[src/core/pilc_pkg.sv]
// constants, types and state layout of the prioritized interrupt latch controller
package pilc_pkg;

  // register indices; byte address is four times the index
  localparam logic [7:0] PILC_IDX_EXT_ENABLE = 8'h2c;
  localparam logic [7:0] PILC_IDX_EXT_LATCH  = 8'h2e;
  localparam logic [7:0] PILC_IDX_LOW_ENABLE = 8'h3a;
  localparam logic [7:0] PILC_IDX_HIGH_ENABLE = 8'h3b;
  localparam logic [7:0] PILC_IDX_LOW_LATCH  = 8'h3c;
  localparam logic [7:0] PILC_IDX_HIGH_LATCH = 8'h3d;

  // field positions
  localparam int         PILC_MASTER_BIT     = 0;
  localparam int         PILC_FIRST_LATCH    = 2;
  localparam int         PILC_FIRST_MASKABLE = 4;
  localparam int         PILC_LAST_SOURCE    = 23;
  localparam logic [4:0] PILC_SRC_SWI        = 5'h00;
  localparam logic [4:0] PILC_SRC_UNDEF      = 5'h01;
  localparam logic [4:0] PILC_SRC_ATRAP      = 5'h02;
  localparam logic [4:0] PILC_SRC_WDT        = 5'h03;
  localparam logic [4:0] PILC_SRC_PIN0       = 5'h04;
  localparam logic [4:0] PILC_SRC_UPPER      = 5'h10;

  // vector addresses
  localparam logic [15:0] PILC_VEC_RESET     = 16'hfffe;
  localparam logic [15:0] PILC_VEC_TRAP      = 16'hfffc;
  localparam logic [15:0] PILC_VEC_LOW_BASE  = 16'hfffe;
  localparam logic [15:0] PILC_VEC_HIGH_BASE = 16'hffde;

  // acceptance sequence length
  localparam int         PILC_ACCEPT_MCYC    = 8;
  localparam int         PILC_CLK_PER_MCYC   = 1;
  localparam logic [3:0] PILC_ACCEPT_LOAD    = 4'(PILC_ACCEPT_MCYC * PILC_CLK_PER_MCYC - 1);

  // bus answers
  localparam logic [1:0] PILC_RESP_OKAY      = 2'h0;
  localparam logic [1:0] PILC_RESP_SLVERR    = 2'h2;

  typedef enum logic [1:0] {
    PILC_IDLE = 2'h0,
    PILC_SEQ  = 2'h1,
    PILC_DONE = 2'h3
  } pilc_state_t;

  typedef struct packed {
    pilc_state_t state;
    logic [3:0]  cnt;
    logic [23:0] lat;
    logic [23:0] en;
    logic        stacked_master;
    logic        req;
    logic        nmi;
    logic [4:0]  sel;
    logic [15:0] vec;
    logic        vload;
    logic        awready;
    logic        wready;
    logic        aw_have;
    logic        w_have;
    logic [7:0]  aw_idx;
    logic [7:0]  wdata;
    logic        wlane0;
    logic        bvalid;
    logic [1:0]  bresp;
    logic        arready;
    logic        rvalid;
    logic [31:0] rdata;
    logic [1:0]  rresp;
  } pilc_regs_t;

  // value after reset: bus ready lines up, everything else clear
  localparam pilc_regs_t PILC_RST = '{
    state: PILC_IDLE, awready: 1'b1, wready: 1'b1, arready: 1'b1, default: '0};

  function automatic logic [15:0] pilc_vector(input logic [4:0] n);
    if (n < PILC_SRC_ATRAP) begin
      return PILC_VEC_TRAP;
    end else if (n < PILC_SRC_UPPER) begin
      return PILC_VEC_LOW_BASE - {10'h000, n, 1'b0};
    end
    return PILC_VEC_HIGH_BASE - {10'h000, n, 1'b0};
  endfunction

endpackage

[src/core/pilc_top.sv]
// prioritized interrupt latch controller with axi4-lite register access
//
// Functional notes
// - twenty-four sources besides reset; four internal ones non-maskable, rest maskable.
// - simultaneous requests resolved by fixed hardware priority; non-maskables ranked among themselves in fixed order.
// - each source has own vector except the two traps, which share FFFC; reset FFFE, last FFB0.
// - request event sets its latch; CPU is signalled when source enabled.
// - accepted source's latch clears to zero right at acceptance.
// - reset clears every request latch.
// - software and undefined-opcode traps have no latch; others exactly one.
// - software write may clear a latch but never set it.
// - request latches are readable to monitor pending requests.
// - non-maskable requests ignore master and per-source enables.
// - enable registers readable and writable by any instruction; low enable register bits 1 to 3 stay zero.
// - master enable zero blocks every maskable request.
// - maskable accepted only with master enable, own enable and latch set.
// - acceptance stacks current master enable, then clears it.
// - either return instruction reloads master enable from stacked value.
// - master enable is bit 0 of low enable register; enable-all sets, disable-all clears.
// - reset clears master enable.
// - pin zero needs master enable, its enable bit four and pin enable.
// - latch registers at indices 2E, 3C and 3D.
// - enable registers at indices 2C, 3A and 3B.
// - reset clears all per-source enable flags.
// - acceptance sequence takes eight machine cycles.
`timescale 1ns/100ps

module pilc_top
  import pilc_pkg::*;
(
  // clock and reset
  input  wire logic        aclk,
  input  wire logic        aresetn,
  // axi4-lite write address
  input  wire logic [31:0] s_axi_awaddr,
  input  wire logic [2:0]  s_axi_awprot,
  input  wire logic        s_axi_awvalid,
  output logic             s_axi_awready,
  // axi4-lite write data
  input  wire logic [31:0] s_axi_wdata,
  input  wire logic [3:0]  s_axi_wstrb,
  input  wire logic        s_axi_wvalid,
  output logic             s_axi_wready,
  // axi4-lite write response
  output logic [1:0]       s_axi_bresp,
  output logic             s_axi_bvalid,
  input  wire logic        s_axi_bready,
  // axi4-lite read address
  input  wire logic [31:0] s_axi_araddr,
  input  wire logic [2:0]  s_axi_arprot,
  input  wire logic        s_axi_arvalid,
  output logic             s_axi_arready,
  // axi4-lite read data
  output logic [31:0]      s_axi_rdata,
  output logic [1:0]       s_axi_rresp,
  output logic             s_axi_rvalid,
  input  wire logic        s_axi_rready,
  // interrupt sources
  input  wire logic [23:2] request_event,
  input  wire logic        software_trap,
  input  wire logic        undefined_opcode_trap,
  input  wire logic        pin_zero_enable,
  // cpu core side
  input  wire logic        cpu_accept,
  input  wire logic        maskable_return,
  input  wire logic        nonmaskable_return,
  input  wire logic        return_master_enable,
  input  wire logic        enable_all_instruction,
  input  wire logic        disable_all_instruction,
  output logic             int_request,
  output logic             int_nmi,
  output logic [4:0]       int_source,
  output logic [15:0]      int_vector,
  output logic             vector_load,
  output logic             stacked_master_enable,
  output logic             master_enable_flag
);

  pilc_regs_t  s;
  pilc_regs_t  next_s;
  logic [23:0] lat_next;
  logic [23:0] bus_clr;
  logic [23:0] acc_clr;
  logic        accept;
  logic        wr_fire;
  logic        rd_fire;
  logic [7:0]  rd_idx;
  logic [7:0]  wr_bits;

  assign accept  = cpu_accept && s.req;
  assign wr_fire = s.aw_have && s.w_have && !s.bvalid;
  assign rd_fire = s_axi_arvalid && s.arready;
  assign rd_idx  = s_axi_araddr[9:2];
  assign wr_bits = s.wlane0 ? s.wdata : 8'hff;

  // a zero written into a latch bit clears it; ones do nothing
  always_comb begin
    bus_clr = '0;
    if (wr_fire) begin
      case (s.aw_idx)
        PILC_IDX_LOW_LATCH:  bus_clr[7:0]   = ~wr_bits;
        PILC_IDX_HIGH_LATCH: bus_clr[15:8]  = ~wr_bits;
        PILC_IDX_EXT_LATCH:  bus_clr[23:16] = ~wr_bits;
        default:             bus_clr        = '0;
      endcase
    end
    acc_clr = '0;
    if (accept && s.sel >= PILC_SRC_ATRAP) begin
      acc_clr[s.sel] = 1'b1;
    end
  end

  // no latch behind the two trap sources
  assign lat_next[1:0] = 2'h0;

  genvar gi;
  generate
    for (gi = PILC_FIRST_LATCH; gi <= PILC_LAST_SOURCE; gi++) begin : g_latch
      // set wins over any clear in the same cycle
      assign lat_next[gi] = request_event[gi] ||
                            (s.lat[gi] && !bus_clr[gi] && !acc_clr[gi]);
    end
  endgenerate

  always_comb begin
    logic        master_now;
    logic        found;
    logic        nmi;
    logic [4:0]  pick;
    logic [23:0] en_w;
    master_now = s.en[PILC_MASTER_BIT];
    found  = 1'b0;
    nmi    = 1'b0;
    pick   = '0;
    en_w   = s.en;
    next_s = s;

    // fixed priority, lowest maskable number wins
    for (int n = PILC_LAST_SOURCE; n >= PILC_FIRST_MASKABLE; n--) begin
      if (s.lat[n] && master_now && s.en[n] &&
          (n != PILC_FIRST_MASKABLE || pin_zero_enable)) begin
        found = 1'b1;
        pick  = 5'(n);
      end
    end
    // non-maskables override every enable, taken in a plain fixed order
    if (s.lat[PILC_SRC_WDT] || s.lat[PILC_SRC_ATRAP] ||
        undefined_opcode_trap || software_trap) begin
      found = 1'b1;
      nmi   = 1'b1;
      if (software_trap) begin
        pick = PILC_SRC_SWI;
      end else if (undefined_opcode_trap) begin
        pick = PILC_SRC_UNDEF;
      end else if (s.lat[PILC_SRC_ATRAP]) begin
        pick = PILC_SRC_ATRAP;
      end else begin
        pick = PILC_SRC_WDT;
      end
    end

    // presentation to the core, held off during a sequence
    next_s.req = found && s.state == PILC_IDLE && !accept;
    if (s.state == PILC_IDLE && !accept) begin
      next_s.nmi = nmi;
      next_s.sel = pick;
      next_s.vec = pilc_vector(pick);
    end

    next_s.lat = lat_next;

    // enable register writes
    if (wr_fire && s.wlane0) begin
      case (s.aw_idx)
        PILC_IDX_LOW_ENABLE:  en_w[7:0]   = s.wdata;
        PILC_IDX_HIGH_ENABLE: en_w[15:8]  = s.wdata;
        PILC_IDX_EXT_ENABLE:  en_w[23:16] = s.wdata;
        default:              en_w        = s.en;
      endcase
    end
    en_w[3:1] = 3'h0;
    if (enable_all_instruction) begin
      en_w[PILC_MASTER_BIT] = 1'b1;
    end else if (disable_all_instruction) begin
      en_w[PILC_MASTER_BIT] = 1'b0;
    end
    if (maskable_return || nonmaskable_return) begin
      en_w[PILC_MASTER_BIT] = return_master_enable;
    end
    // acceptance outranks a return or enable-all in the same cycle
    if (accept) begin
      next_s.stacked_master = master_now;
      en_w[PILC_MASTER_BIT] = 1'b0;
    end
    next_s.en = en_w;

    // acceptance sequence
    next_s.vload = 1'b0;
    case (s.state)
      PILC_IDLE: begin
        if (accept) begin
          next_s.state = PILC_SEQ;
          next_s.cnt   = PILC_ACCEPT_LOAD;
        end
      end
      PILC_SEQ: begin
        if (s.cnt == 4'h0) begin
          next_s.state = PILC_DONE;
          next_s.vload = 1'b1;
        end else begin
          next_s.cnt = s.cnt - 4'h1;
        end
      end
      PILC_DONE: begin
        next_s.state = PILC_IDLE;
      end
      default: begin
        next_s.state = PILC_IDLE;
      end
    endcase

    // write channels, address and data taken in either order
    if (s_axi_awvalid && s.awready) begin
      next_s.awready = 1'b0;
      next_s.aw_have = 1'b1;
      next_s.aw_idx  = s_axi_awaddr[9:2];
    end
    if (s_axi_wvalid && s.wready) begin
      next_s.wready = 1'b0;
      next_s.w_have = 1'b1;
      next_s.wdata  = s_axi_wdata[7:0];
      next_s.wlane0 = s_axi_wstrb[0];
    end
    if (wr_fire) begin
      next_s.aw_have = 1'b0;
      next_s.w_have  = 1'b0;
      next_s.bvalid  = 1'b1;
      case (s.aw_idx)
        PILC_IDX_LOW_ENABLE, PILC_IDX_HIGH_ENABLE, PILC_IDX_EXT_ENABLE,
        PILC_IDX_LOW_LATCH, PILC_IDX_HIGH_LATCH, PILC_IDX_EXT_LATCH: begin
          next_s.bresp = PILC_RESP_OKAY;
        end
        default: begin
          next_s.bresp = PILC_RESP_SLVERR;
        end
      endcase
    end
    if (s.bvalid && s_axi_bready) begin
      next_s.bvalid  = 1'b0;
      next_s.awready = 1'b1;
      next_s.wready  = 1'b1;
    end

    // read channel
    if (rd_fire) begin
      next_s.arready = 1'b0;
      next_s.rvalid  = 1'b1;
      next_s.rresp   = PILC_RESP_OKAY;
      next_s.rdata   = '0;
      case (rd_idx)
        PILC_IDX_LOW_ENABLE:  next_s.rdata[7:0] = {s.en[7:4], 3'h0, s.en[0]};
        PILC_IDX_HIGH_ENABLE: next_s.rdata[7:0] = s.en[15:8];
        PILC_IDX_EXT_ENABLE:  next_s.rdata[7:0] = s.en[23:16];
        PILC_IDX_LOW_LATCH:   next_s.rdata[7:0] = s.lat[7:0];
        PILC_IDX_HIGH_LATCH:  next_s.rdata[7:0] = s.lat[15:8];
        PILC_IDX_EXT_LATCH:   next_s.rdata[7:0] = s.lat[23:16];
        default:              next_s.rresp      = PILC_RESP_SLVERR;
      endcase
    end
    if (s.rvalid && s_axi_rready) begin
      next_s.rvalid  = 1'b0;
      next_s.arready = 1'b1;
    end
  end

  always_ff @(posedge aclk) begin
    if (!aresetn) begin
      s <= PILC_RST;
    end else begin
      s <= next_s;
    end
  end

  assign s_axi_awready      = s.awready;
  assign s_axi_wready       = s.wready;
  assign s_axi_bvalid       = s.bvalid;
  assign s_axi_bresp        = s.bresp;
  assign s_axi_arready      = s.arready;
  assign s_axi_rvalid       = s.rvalid;
  assign s_axi_rdata        = s.rdata;
  assign s_axi_rresp        = s.rresp;
  assign int_request        = s.req;
  assign int_nmi            = s.nmi;
  assign int_source         = s.sel;
  assign int_vector         = s.vec;
  assign vector_load        = s.vload;
  assign stacked_master_enable = s.stacked_master;
  assign master_enable_flag    = s.en[PILC_MASTER_BIT];
endmodule // pilc_top

[config.mk]
export PLATFORM = sky130hd
export DESIGN_NAME = pilc_top
export DESIGN_NICKNAME = d
export VERILOG_FILES = /design/src/core/pilc_pkg.sv /design/src/core/pilc_top.sv
export SDC_FILE = /design/constraint.sdc
export NUM_CORES = 1
export LEC_CHECK = 0
export BUFFER_PORTS_ARGS = -buffer_cell sky130_fd_sc_hd__buf_2
export CORE_ASPECT_RATIO = 1.4
export CORE_MARGIN = 3
export CORE_UTILIZATION = 44
export DETAILED_ROUTE_END_ITERATION = 10
export PLACE_DENSITY = 0.87
export SETUP_SLACK_MARGIN = 0.1
export SLEW_MARGIN = 20
export SYNTH_ARGS = -nofsm -noshare
export SYNTH_HDL_FRONTEND = slang
export SYNTH_SLANG_ARGS = --single-unit
[constraint.sdc]
create_clock -name aclk -period 1.7 [get_ports aclk]
set_input_delay 0.085 -clock aclk [delete_from_list [all_inputs] [get_ports aclk]]
set_output_delay 0.085 -clock aclk [all_outputs]
set_load 0.01 [all_outputs]
==> flow_metrics.tcl <==
set metrics [dict create \
    drcViolationCount 0 \
    count_of_antenna_diodes_in_the_layout 0 \
    run_status "finished, violations left" \
    yosysSeqAreaShare 0.3833 \
    fp-row-count 46 \
    gr-total-overflow 0 \
    grt_antenna_before_repair 0 \
    tritoncts_num_sinks 99 \
    timing.critical_path.arrival_ps 2010 \
    number_of_global_route_vias_before_repair 4833 \
    slew_violations 0 \
    synthesized_area_per_cell_um2 8.379 \
    final_hold_viol_count 1 \
    total_power_mw 5.671 \
    post-route-worst-setup-slack_ps -67.50 \
    clock_tree.root_cell "sky130_fd_sc_hd__clkbuf_16" \
    r2r_slack_ps -70 \
    final.period_utilization 1.040 \
    min_delay_worst_endpoint "s[49]$_SDFFE_PN0P_" \
    cts_buffers 9 \
    finalSetupViolCount 1 \
    yosys_register_bits 99 \
    synth_ff_type "sky130_fd_sc_hd__dfxtp_1" \
    die_area_um2 13100 \
    ir_worst_vdd_v 0.0006311 \
    io_pins 211 \
    worst_hold_path_type "primary input to flip-flop" \
    cts.reportedPaths.clkPinSlew_ps 70 \
    worst-slew-pin-transition_ps 573.0 \
    detailedRoute.firstIterationViolations 662 \
    clock-skew-final_ps 6.504 \
    routabilityCongestion 0.9809 \
    antenna_left 0 \
    layout-drive-gt1-share 0.3135 \
    clock_path_buffers 2 \
    critPathCaptureType "flip-flop" \
    post-route-cell-area_um2 6914 \
    vias 5385 \
    synth.distinct_cells 61 \
    worst-r2r-cell-count 6 \
    final_period_minus_worst_setup_slack_ps 1767 \
    wl_um 16810 \
    flow.area_growth_from_synthesis_pct 33.74 \
    routedWlPerCell_um 18.04 \
    holdCritStartpoint "s_axi_awaddr[3]" \
    worst_setup_path_startpoint "s[96]$_SDFFE_PN0P_" \
    timing.critical_path.fanout_max 4 \
    synth-edff-count 0 \
    grt.total_usage 0.2343 \
    failed_checks "hold timing, setup timing" \
    syn_area_um2 5170 \
    design.core.area_um2 11400 \
    rr_endpoint "int_vector[1]$_SDFFE_PN0P_" \
    via_per_inst 5.778 \
    grt_setup_unrepaired "yes" \
    critPathKind "flip-flop to flip-flop" \
    initial_core_util 0.4537 \
    fmax_mhz 565.8 \
    synthCells 617 \
    max-cap-violations 0 \
    drt_pre_antenna_iters 7 \
    chipHeight_um 134.3 \
    ys_async_sr_fraction 0 \
    finalHoldWorstSlack_ps -3.586 \
    port_buffers 102 \
    postPlaceCellArea_um2 5964 \
    cts_tree "yes" \
    clock_latency_ps 350 \
    layout_commonest_cell "sky130_fd_sc_hd__buf_2" \
    power_density_nw_per_um2 820.3 \
    synth_warnings 0 \
    timing.rr.start "s[96]$_SDFFE_PN0P_" \
    critPathLaunchType "flip-flop" \
    mostFrequentLayoutCells "sky130_fd_sc_hd__buf_2 (102), sky130_fd_sc_hd__dfxtp_1 (91), sky130_fd_sc_hd__nand2_1 (70)" \
    cts_max_level 3 \
    detailedPlacementHpwl_um 11450 \
    grt_max_degree 37 \
    timing.hold.worst_path_depth 3 \
    cp_data_required_time_ps 1940 \
    num-nets-final 928 \
    power.static_leakage_nw 3.028 \
    timing.slew.headroom 0.6180 \
    die_x_um 97.61 \
    global_route_wire_length_before_repair_um 24680 \
]
[Yosys cell counts, drive strengths merged, types with 5 or more instances]
| library cell | count | area, um2 |
|---|---|---|
| dfxtp | 99 | 1982 |
| o21a | 25 | 187.7 |
| inv | 10 | 37.53 |
| nand2b | 6 | 37.54 |
| nor3 | 5 | 25.02 |
| buf | 60 | 440.4 |
| nor2 | 33 | 123.9 |
| nand3 | 19 | 95.09 |
| clkbuf | 23 | 86.33 |
| a21boi | 22 | 165.2 |
| mux2i | 32 | 320.3 |
| a21oi | 41 | 209.0 |
| a22oi | 13 | 97.59 |
| nand2 | 71 | 266.5 |
| a31oi | 5 | 31.28 |
| and2 | 8 | 50.05 |
| o21ai | 47 | 235.2 |
| nor2b | 27 | 168.9 |
[flip-flops by register name, summed over array words and instances, names as in the netlist]
signal                 flops
s_axi_rvalid               1
s_axi_awready              1
s_axi_arready              1
s_axi_wready               1
s_axi_rdata                8
s_axi_bvalid               1
stacked_master_enable      1
s_axi_bresp                1
s_axi_rresp                1
int_source                 5
s                         67
int_request                1
master_enable_flag         1
int_nmi                    1
vector_load                1
int_vector                 7
[critical path, stage by stage (launching register included)]
cell and delay (ps):
sky130_fd_sc_hd__dfxtp_1 350, sky130_fd_sc_hd__a22oi_1 290, sky130_fd_sc_hd__nand2_1 180, sky130_fd_sc_hd__o21a_1 260, sky130_fd_sc_hd__o21ai_0 260, sky130_fd_sc_hd__nor4b_2 240
sky130_fd_sc_hd__o21ai_1 70
[worst max path at each step]
stage | endpoint | slack (ps) | cells past startpoint
6_report | int_vector[1]$_SDFFE_PN0P_ | -70 | 6
5_1_grt | int_vector[1]$_SDFFE_PN0P_ | -230 | 6
4_1_cts | master_enable_flag$_SDFFE_PP0P_ | 50 | 8
3_5_place_dp | s_axi_rdata[1]$_SDFFE_PN0P_ | 9 | 7
3_3_place_gp | s_axi_rdata[1]$_SDFFE_PN0P_ | 20 | 7
2_1_floorplan | master_enable_flag$_SDFFE_PP0P_ | 70 | 6
[per-stage QoR]
step	worst slack, ps	std cells	setup TNS, ps	util
after floorplan	71.79	643	0	-
after global placement	22.88	873	0	0.5234
after detailed placement	8.936	873	0	0.5234
after CTS	47.03	925	0	0.5889
after global routing	-227.7	932	-526.9	0.6067
final	-67.50	932	-67.50	0.6067
[area by class of cell]
class	instances	area (um2)
fillers	924	4482
multi-input cells	451	2909
flip-flops and latches	99	1992
repair buffers	212	1480
clock buffers	9	225.2
well taps	144	180.2
clock inverters	7	90.09
inverters	10	37.54
[per-layer routing]
metal / part of all wire / vias up / wire length [um] / global-route usage
met5: 0 / - / 0 / 0
met4: 0.063 / 0 / 1063 / 0.1216
met3: 0.093 / 84 / 1558 / 0.04579
met2: 0.48 / 384 / 7991 / 0.4066
met1: 0.37 / 2472 / 6199 / 0.2725
li1: - / 2445 / - / -
[power breakdown]
part	internal, mW	switching (mW)	leakage, nW
clock network	1.19	1.01	0.156
logic	0.427	0.468	2.05
registers	2.45	0.130	0.818
[cell families (layout without fill, tap and decap cells)]
logic type	Yosys count	count (layout)	synth area share
AND/OR/NAND/NOR	202	202	0.2035
XOR/XNOR	1	1	0.001694
multiplexers	32	32	0.06196
AO/OA/AOI/OAI	188	188	0.2372
adder cells (fa/ha/maj)	1	1	0.002420
other	1	27	0.0007253
buffers and inverters	93	238	0.1091
flip-flops	99	99	0.3833
[what timing repair did]
item | 4_1_cts | 5_1_grt
setup endpoints to repair | 35 | 49
endpoints found under the hold margin | 35 | 0
resized for setup | 16 | 39
pin swaps | 7 | 17
buffers inserted | 1 | 7
hold buffers | 35 | 0
No activity file was read; power rests on OpenSTA's default activity.
